`src/verilog/sarseq_pkg.sv`:
```
// Constants shared by the converter strobe sequencer.
// Assumes a single 40 MHz system clock; all times are turned into cycle counts here.
package sarseq_pkg;

  // ----------------------------------------------------------------
  // Clock and conversion timing
  // ----------------------------------------------------------------
  localparam int CLK_PERIOD_NS = 25;
  // Longest time from the hold edge to the done flag
  localparam int CONV_TIME_NS = 4700;
  // Longest time rounds down to whole cycles
  localparam int CONV_MAX_CYCLES = CONV_TIME_NS / CLK_PERIOD_NS;
  localparam int RESULT_BITS = 16;
  // Two cycles kept back for the edge detect and the done register
  localparam int BIT_CYCLES = (CONV_MAX_CYCLES - 2) / RESULT_BITS;
  localparam logic [3:0] BIT_LAST = 4'(BIT_CYCLES - 1);
  localparam logic [3:0] MSB_INDEX = 4'(RESULT_BITS - 1);

  // ----------------------------------------------------------------
  // Reference wake time
  // ----------------------------------------------------------------
  localparam int REF_SETTLE_US = 12000;
  // Least time rounds up to whole cycles
  localparam int REF_SETTLE_CYCLES = (REF_SETTLE_US * 1000 + CLK_PERIOD_NS - 1) / CLK_PERIOD_NS;
  localparam int REF_TIMER_BITS = 19;

  // ----------------------------------------------------------------
  // Reset and start values
  // ----------------------------------------------------------------
  // Offset binary mid-scale: first trial of every conversion
  localparam logic [15:0] SAR_START = 16'h8000;
  localparam logic [15:0] RESULT_RESET = 16'h0000;
  localparam logic [7:0] BUS_RESET = 8'h00;

  typedef enum logic [2:0] {
    SS_SHUTDOWN,
    SS_STANDBY,
    SS_ACQUIRE,
    SS_CONVERT,
    SS_DRIVE
  } sarseq_state_type;

endpackage : sarseq_pkg
```
`src/verilog/sar_adc_strobe_sequencer.sv`:
```
// Strobe-driven sequencer of a 16-bit successive-approximation converter.
// Assumes strobe, select and byte-select inputs are synchronous to mclk, and an analog
// front end that samples while trackHold is high and answers each DAC trial on compareAbove.
//
// What this block does
// - First strobe fall with select low powers up and starts acquiring.
// - A cycle-starting strobe fall with select high is ignored.
// - Select level at the second strobe fall picks the post-conversion state.
// - Select low at second fall: standby afterwards, reference stays powered.
// - Select high at second fall: shutdown afterwards, reference powered down.
// - In standby a strobe fall with select low starts acquisition at once.
// - In shutdown such a fall wakes reference and acquires; 12 ms to full accuracy.
// - Done flag goes low at end of conversion, result valid.
// - Result bus undriven during acquisition and conversion.
// - Third strobe fall with select high drives the result after a delay.
// - Strobe returning high after a read releases the result bus.
// - After a read, the next strobe fall is needed for a new cycle.
// - Byte select low gives the low byte, high gives the high byte.
// - Result is offset binary over the full 16-bit range.
// - Second strobe fall ends acquisition, holds the sample, starts converting.
// - Internally timed conversion; done falls within 4.7 us of the second fall.
// - Pin n carries bit n for the low byte, bit n+8 for the high byte.

`timescale 1ns/10ps

module sar_adc_strobe_sequencer #(
  parameter int REF_SETTLE_CYCLES = sarseq_pkg::REF_SETTLE_CYCLES
) (
  input wire logic mclk,
  input wire logic reset_n,
  input wire logic convertStrobe_n,
  input wire logic readConvertSel,
  input wire logic upperByteSelect,
  input wire logic compareAbove,
  output logic [7:0] resultBusOut,
  output logic resultBusOe,
  output logic conversionDone_n,
  output logic converterPowerOn,
  output logic referencePowerOn,
  output logic referenceSettled,
  output logic trackHold,
  output logic [15:0] dacCode
);

  // ----------------------------------------------------------------
  // Helpers
  // ----------------------------------------------------------------
  // One SAR decision: drop the tried bit if the input is below the trial,
  // then try the next lower bit.
  function automatic logic [15:0] sarStep(
    input logic [15:0] code,
    input logic [3:0] index,
    input logic keep
  );
    logic [15:0] trial;
    trial = code;
    if (!keep) begin
      trial[index] = 1'b0;
    end
    if (index != 4'h0) begin
      trial[index - 4'h1] = 1'b1;
    end
    return trial;
  endfunction : sarStep

  // Power-down state picked by the select level latched at the hold edge
  function automatic sarseq_pkg::sarseq_state_type lowPowerState(input logic keepRef);
    return keepRef ? sarseq_pkg::SS_STANDBY : sarseq_pkg::SS_SHUTDOWN;
  endfunction : lowPowerState

  // Reference wanted in a given state. A read in shutdown mode leaves it down:
  // waking it only to drive the bus would waste the low-power choice.
  function automatic logic referenceWanted(
    input sarseq_pkg::sarseq_state_type st,
    input logic keep
  );
    logic wanted;
    wanted = 1'b1;
    if (st == sarseq_pkg::SS_SHUTDOWN) begin
      wanted = 1'b0;
    end else if (st == sarseq_pkg::SS_DRIVE) begin
      wanted = keep;
    end
    return wanted;
  endfunction : referenceWanted

  // ----------------------------------------------------------------
  // Strobe edge detection
  // ----------------------------------------------------------------
  logic strobePrev;
  logic strobeFall;
  logic strobeRise;

  // History starts at the idle high level, so a strobe held low through reset gives a fall in the first cycle after reset
  always_ff @(posedge mclk) begin
    if (!reset_n) begin
      strobePrev <= 1'b1;
    end else begin
      strobePrev <= convertStrobe_n;
    end
  end

  assign strobeFall = strobePrev & ~convertStrobe_n;
  assign strobeRise = ~strobePrev & convertStrobe_n;

  // ----------------------------------------------------------------
  // Sequence state
  // ----------------------------------------------------------------
  sarseq_pkg::sarseq_state_type state;
  sarseq_pkg::sarseq_state_type next_state;
  logic keepRef;
  logic resultUnread;
  logic [3:0] bitTimer;
  logic [3:0] bitIndex;
  logic [15:0] result;
  logic bitDecide;
  logic convDone;

  assign bitDecide = (state == sarseq_pkg::SS_CONVERT) && (bitTimer == sarseq_pkg::BIT_LAST);
  assign convDone = bitDecide && (bitIndex == 4'h0);

  always_comb begin
    next_state = state;
    unique case (state)
      sarseq_pkg::SS_SHUTDOWN, sarseq_pkg::SS_STANDBY: begin
        if (strobeFall && !readConvertSel) begin
          next_state = sarseq_pkg::SS_ACQUIRE;
        end else if (strobeFall && resultUnread) begin
          next_state = sarseq_pkg::SS_DRIVE;
        end
        // Any other fall with select high starts nothing
      end
      sarseq_pkg::SS_ACQUIRE: begin
        if (strobeFall) begin
          next_state = sarseq_pkg::SS_CONVERT;
        end
      end
      sarseq_pkg::SS_CONVERT: begin
        // Strobe edges during conversion have no effect
        if (convDone) begin
          next_state = lowPowerState(keepRef);
        end
      end
      sarseq_pkg::SS_DRIVE: begin
        if (strobeRise) begin
          next_state = lowPowerState(keepRef);
        end
      end
      // Unused codes fall back to shutdown so an upset cannot lock the sequencer
      default: begin
        next_state = sarseq_pkg::SS_SHUTDOWN;
      end
    endcase
  end

  always_ff @(posedge mclk) begin
    if (!reset_n) begin
      state <= sarseq_pkg::SS_SHUTDOWN;
    end else begin
      state <= next_state;
    end
  end

  // Mode choice sampled only at the hold edge
  always_ff @(posedge mclk) begin
    if (!reset_n) begin
      keepRef <= 1'b0;
    end else if (state == sarseq_pkg::SS_ACQUIRE && strobeFall) begin
      keepRef <= ~readConvertSel;
    end
  end

  // A finished result may be read once; reading it consumes it
  always_ff @(posedge mclk) begin
    if (!reset_n) begin
      resultUnread <= 1'b0;
    end else if (convDone) begin
      resultUnread <= 1'b1;
    end else if (next_state == sarseq_pkg::SS_ACQUIRE || next_state == sarseq_pkg::SS_DRIVE) begin
      resultUnread <= 1'b0;
    end
  end

  // ----------------------------------------------------------------
  // Successive approximation
  // ----------------------------------------------------------------
  always_ff @(posedge mclk) begin
    if (!reset_n) begin
      bitTimer <= 4'h0;
    end else if (state != sarseq_pkg::SS_CONVERT || bitTimer == sarseq_pkg::BIT_LAST) begin
      bitTimer <= 4'h0;
    end else begin
      bitTimer <= bitTimer + 4'h1;
    end
  end

  always_ff @(posedge mclk) begin
    if (!reset_n) begin
      bitIndex <= sarseq_pkg::MSB_INDEX;
    end else if (state != sarseq_pkg::SS_CONVERT) begin
      bitIndex <= sarseq_pkg::MSB_INDEX;
    end else if (bitDecide && bitIndex != 4'h0) begin
      bitIndex <= bitIndex - 4'h1;
    end
  end

  // Trial code starts at mid-scale, so the settled code is offset binary
  always_ff @(posedge mclk) begin
    if (!reset_n) begin
      dacCode <= sarseq_pkg::SAR_START;
    end else if (state != sarseq_pkg::SS_CONVERT) begin
      dacCode <= sarseq_pkg::SAR_START;
    end else if (bitDecide) begin
      dacCode <= sarStep(dacCode, bitIndex, compareAbove);
    end
  end

  always_ff @(posedge mclk) begin
    if (!reset_n) begin
      result <= sarseq_pkg::RESULT_RESET;
    end else if (convDone) begin
      result <= sarStep(dacCode, bitIndex, compareAbove);
    end
  end

  // Done flag: low from end of conversion until the next acquisition begins
  always_ff @(posedge mclk) begin
    if (!reset_n) begin
      conversionDone_n <= 1'b1;
    end else if (convDone) begin
      conversionDone_n <= 1'b0;
    end else if (next_state == sarseq_pkg::SS_ACQUIRE) begin
      conversionDone_n <= 1'b1;
    end
  end

  // ----------------------------------------------------------------
  // Power and track/hold controls
  // ----------------------------------------------------------------
  always_ff @(posedge mclk) begin
    if (!reset_n) begin
      converterPowerOn <= 1'b0;
      trackHold <= 1'b0;
    end else begin
      converterPowerOn <= next_state == sarseq_pkg::SS_ACQUIRE ||
                          next_state == sarseq_pkg::SS_CONVERT;
      trackHold <= next_state == sarseq_pkg::SS_ACQUIRE;
    end
  end

  // Reference stays up through standby; shutdown drops it, and a read
  // after a shutdown-mode conversion keeps it down
  always_ff @(posedge mclk) begin
    if (!reset_n) begin
      referencePowerOn <= 1'b0;
    end else begin
      referencePowerOn <= referenceWanted(next_state, keepRef);
    end
  end

  // Settle flag only informs the controller; conversions are not held off,
  // since the controller owns the wake wait.
  logic [sarseq_pkg::REF_TIMER_BITS-1:0] refTimer;

  always_ff @(posedge mclk) begin
    if (!reset_n) begin
      refTimer <= '0;
      referenceSettled <= 1'b0;
    end else if (!referencePowerOn) begin
      refTimer <= '0;
      referenceSettled <= 1'b0;
    end else if (refTimer == sarseq_pkg::REF_TIMER_BITS'(REF_SETTLE_CYCLES - 1)) begin
      referenceSettled <= 1'b1;
    end else begin
      refTimer <= refTimer + 1'b1;
    end
  end

  // ----------------------------------------------------------------
  // Result bus
  // ----------------------------------------------------------------
  // One register stage gives the output delay after the reading strobe fall
  // Byte select is followed with one cycle of lag; the controller allows for it
  always_ff @(posedge mclk) begin
    if (!reset_n) begin
      resultBusOe <= 1'b0;
    end else begin
      resultBusOe <= next_state == sarseq_pkg::SS_DRIVE;
    end
  end

  always_ff @(posedge mclk) begin
    if (!reset_n) begin
      resultBusOut <= sarseq_pkg::BUS_RESET;
    end else begin
      resultBusOut <= upperByteSelect ? result[15:8] : result[7:0];
    end
  end

endmodule : sar_adc_strobe_sequencer

```
`config.mk`:
```
export PLATFORM = sky130hd
export DESIGN_NAME = sar_adc_strobe_sequencer
export DESIGN_NICKNAME = d
export VERILOG_FILES = /design/src/verilog/sarseq_pkg.sv /design/src/verilog/sar_adc_strobe_sequencer.sv
export SDC_FILE = /design/constraint.sdc
export NUM_CORES = 1
export LEC_CHECK = 0
export BUFFER_PORTS_ARGS = -buffer_cell sky130_fd_sc_hd__clkbuf_2
export CORE_MARGIN = 3
export CORE_UTILIZATION = 53
export DETAILED_ROUTE_END_ITERATION = 8
export PLACE_DENSITY_LB_ADDON = 0.08
export SETUP_SLACK_MARGIN = 0.15
export SLEW_MARGIN = 0
export SYNTH_ARGS = -nofsm -noshare
export SYNTH_HDL_FRONTEND = slang
export SYNTH_SLANG_ARGS = --single-unit
```
`constraint.sdc`:
```
create_clock -name mclk -period 1.7 [get_ports mclk]
set_input_delay 0.34 -clock mclk [delete_from_list [all_inputs] [get_ports mclk]]
set_output_delay 0.34 -clock mclk [all_outputs]
set_load 0.05 [all_outputs]
```
==> reports/metrics.csv <==
stage;metric;value;unit
run_status;status;finished with violations;
run_status;failing checks;negative setup slack;
timing;fin crit period;1.74;ns
setup_path;Reg2Reg Depth;8;
setup_path;Crit Path Max Fanout;4;
timing;RSZ-0062 raised after global routing;true;
finish;layout net count;507;
timing;max_slew headroom;62.0;%
finish;Design Area, Final;4940;um^2
timing;Final TNS setup;-0.141;ns
synth;area share of the largest cell type after synthesis;43.8;%
cts;clock tree buffer depth;2;
timing;Final Cycle Share;103;%
worst_hold_path;Hold Path End;strobePrev;
worst_hold_path;hold crit path type;in -> reg;
global_route;gr usage total;23.8;%
timing;Fin. Hold Viols;0;
power_and_ir_drop;switching power;0.879;mW
setup_path;Critical Path RT;1.95;ns
detailed_routing;DR WL/cell;16.1;um
synth;unique cell type count in the Yosys netlist;61;
die;overall die width;88.5;um
finish;Area growth, synth to finish;37.1;%
die;I/O pins;36;
placement;# port buffers;35;
synth;Synth top cells by count;79 x dfxtp_1, 41 x nand2_1, 34 x nor2_1, 27 x o21ai_0, 24 x a21oi_1;
synth;flops & latches, synth;79;
detailed_routing;vias per cell;5.73;
worst_hold_path;Hold Startpoint;convertStrobe_n;
cts;Num CTS Buffers;9;
die;FP Rows;29;
synth;Async SR Flop Fraction;0;%
setup_path;Crit path max-delay family;simple AND/OR/NAND/NOR gates;
detailed_routing;Routed Antenna Nets;0;
timing;Fmax;573;MHz
placement;Final HPWL DP;5.54;mm
setup_path;Data arrival, critical path;1.99;ns
setup_path;worst reg2reg path endpoint;resultUnread;
global_route;initial antenna violation count;0;
timing;final hold slack;0.230;ns
detailed_routing;# DRC;0;
die;die height;88.5;um
cts;CTS clk-pin slew, worst paths;0.09;ns
worst_hold_path;Min-Delay Path Depth;2;
power_and_ir_drop;Comb pwr share;4.0;%
power_and_ir_drop;Clk network pwr share;42.6;%
cts;H-Tree Depth;3;
global_route;total grt overflow;0;
power_and_ir_drop;leakage;2.00;nW
die;die area;7830;um^2
placement;dpl cell area;4010;um^2
synth;Synth warnings;0;
timing;Final Max Slew Viols;0;
synth;Area contributors post-synth;dfxtp_1 44%, nand2_1 4.3%, o21ai_0 3.7%;
synth;register area share after synthesis;43.8;%
synth;Post-Syn Area;3610;um^2
power_and_ir_drop;Int Power;2.62;mW
placement;gpl congestion;0.871;
cts;TritonCTS clock tree;built;
detailed_routing;via count;3302;
synth;Primary FF master, synth;dfxtp_1;
setup_path;Worst path slowest cell;dfxtp_4;
global_route;first-pass GRT wire length;14.5;mm
global_route;largest net degree at the start of global routing;33;
power_and_ir_drop;switch share;25.1;%
cts;# clock sinks;79;
setup_path;RR Startpoint;bitIndex[0];
power_and_ir_drop;Power Total;3.50;mW
power_and_ir_drop;sequential share of power;53.4;%
cts;CTS Hold Buffers Added;0;
finish;final core utilization;76.6;%
finish;ant diodes;0;
synth;Cells after Synth;414;
run;Max-Cap Viols;0;
setup_path;Worst path max stage delay;0.36;ns
setup_path;critical path class;reg -> reg;
setup_path;R2R Setup Slk;-0.04;ns
die;core area;6460;um^2
detailed_routing;Starting DRT DRC Count;206;
synth;cell taking the most area after synthesis;dfxtp_1;
timing;final setup vio count;7;
synth;Syn Area/Cell;8.71;um^2
timing;Worst Tran Pin Value;0.569;ns
global_route;vias in the first global route;2972;
cts;Clock Latency Late Sink;0.35;ns
synth;most numerous cell in the Yosys netlist;dfxtp_1;
detailed_routing;Pre-antenna DRT Iters;5;
power_and_ir_drop;PwrDens;707;nW/um^2
die;Initial Util;55.9;%
setup_path;crit end category;flip-flop;
finish;ratio of cells with drive above 1 in the final layout;37.9;%
synth;Post-synth EDFFs;0;
setup_path;Startpoint Class;flip-flop;
synth;Syn Nets;427;
cts;CTS Root Buffer Type;clkbuf_8;
setup_path;critical path, cell by cell;inv_4 -> ha_4 -> nor3b_4 -> buf_4 -> a31oi_4 -> o2bb2ai_4 -> nand2b_4 -> and3_1;
detailed_routing;routed wire length;9.29;mm
timing;post-route setup slack;-0.0447;ns
power_and_ir_drop;peak supply drop;0.574;mV
timing;Worst Clk Skew;0.00731;ns
setup_path;critical path buffer and inverter count;2;
finish;Layout fillers;438;
cell type report:
type	instances	area, um^2	area share [%]
Clock inverter	7	85.1	1.72
Multi-Input combinational cell	294	2240	45.3
Clock buffer	9	124	2.51
Timing Repair Buffer	93	726	14.7
Tap cell	77	96.3	1.95
Inverter	17	68.8	1.39
Sequential cell	79	1600	32.4
routing by layer:
| metal | vias up | part of all wire [%] | track usage [%] |
|---|---|---|---|
| met5 | - | 0 | 0 |
| met4 | 0 | 2.0 | 6.46 |
| met3 | 16 | 4.5 | 6.33 |
| met2 | 87 | 49 | 38.2 |
| met1 | 1558 | 45 | 31.7 |
| li1 | 1641 | - | - |
how the worst max path moves through the flow:
| stage | endpoint | slack (ns) | depth (start not counted) | from |
|---|---|---|---|---|
| after floorplan | result[11] | 0.15 | 8 | bitTimer[0] |
| after CTS | result[1] | 0.01 | 6 | bitIndex[1] |
| final | resultUnread | -0.04 | 8 | bitIndex[0] |
| after global placement | result[0] | 0.01 | 8 | bitIndex[0] |
| after global routing | result[0] | -0.10 | 8 | bitIndex[0] |
| after detailed placement | result[0] | -0.02 | 8 | bitIndex[0] |
power groups by stage:
stage	Sequential, mW	Combinational (mW)	Clock (mW)
finish	1.87	0.142	1.49
global route	1.87	0.153	1.59
global placement	1.91	0.119	0
floorplan	1.93	0.0680	0
detailed placement	1.91	0.120	0
CTS	1.87	0.133	1.51
placed cells by master, fill, tap and decap left out, drive strengths merged, types with 4 or more instances in the layout:
cell type / count
dfxtp: 79
buf: 58
clkbuf: 44
nand2: 41
nor2: 34
o21ai: 30
a21oi: 25
inv: 21
nor2b: 15
nand3: 14
mux2i: 11
nand2b: 8
o211ai: 7
nand4: 7
ha: 7
xor2: 6
xnor2: 6
and2: 6
and3: 6
a31oi: 6
o31ai: 6
o211a: 5
a22oi: 5
a211oi: 5
nor4: 4
logic make-up after synthesis:
group | Yosys count | synth area share, %
mux | 11 | 3.05
fa+ha+maj | 7 | 2.43
compound gates | 108 | 20.2
xor+xnor | 12 | 2.91
simple gates | 156 | 22.5
flops | 79 | 43.8
buf+inv | 41 | 5.06
metrics by stage:
step	instances	setup WS (ns)
2_1_floorplan	414	0.150
6_report	576	-0.0447
3_3_place_gp	527	0.0117
3_5_place_dp	527	-0.0248
5_1_grt	576	-0.100
4_1_cts	559	0.0129
timing repair:
action,4_1_cts,5_1_grt
setup endpoints to repair,49,62
pin swaps,15,30
cloned,3,0
gates resized for setup,29,76
buffers inserted,13,17
flip-flops by register name, summed over array words and instances, names as in the netlist:
name              count
strobePrev            1
trackHold             1
bitIndex              4
resultBusOe           1
bitTimer              4
keepRef               1
dacCode              16
conversionDone_n      1
state                 3
refTimer             19
resultBusOut          8
referencePowerOn      1
referenceSettled      1
converterPowerOn      1
result               16
resultUnread          1
Power figures use the tool's default switching activity.
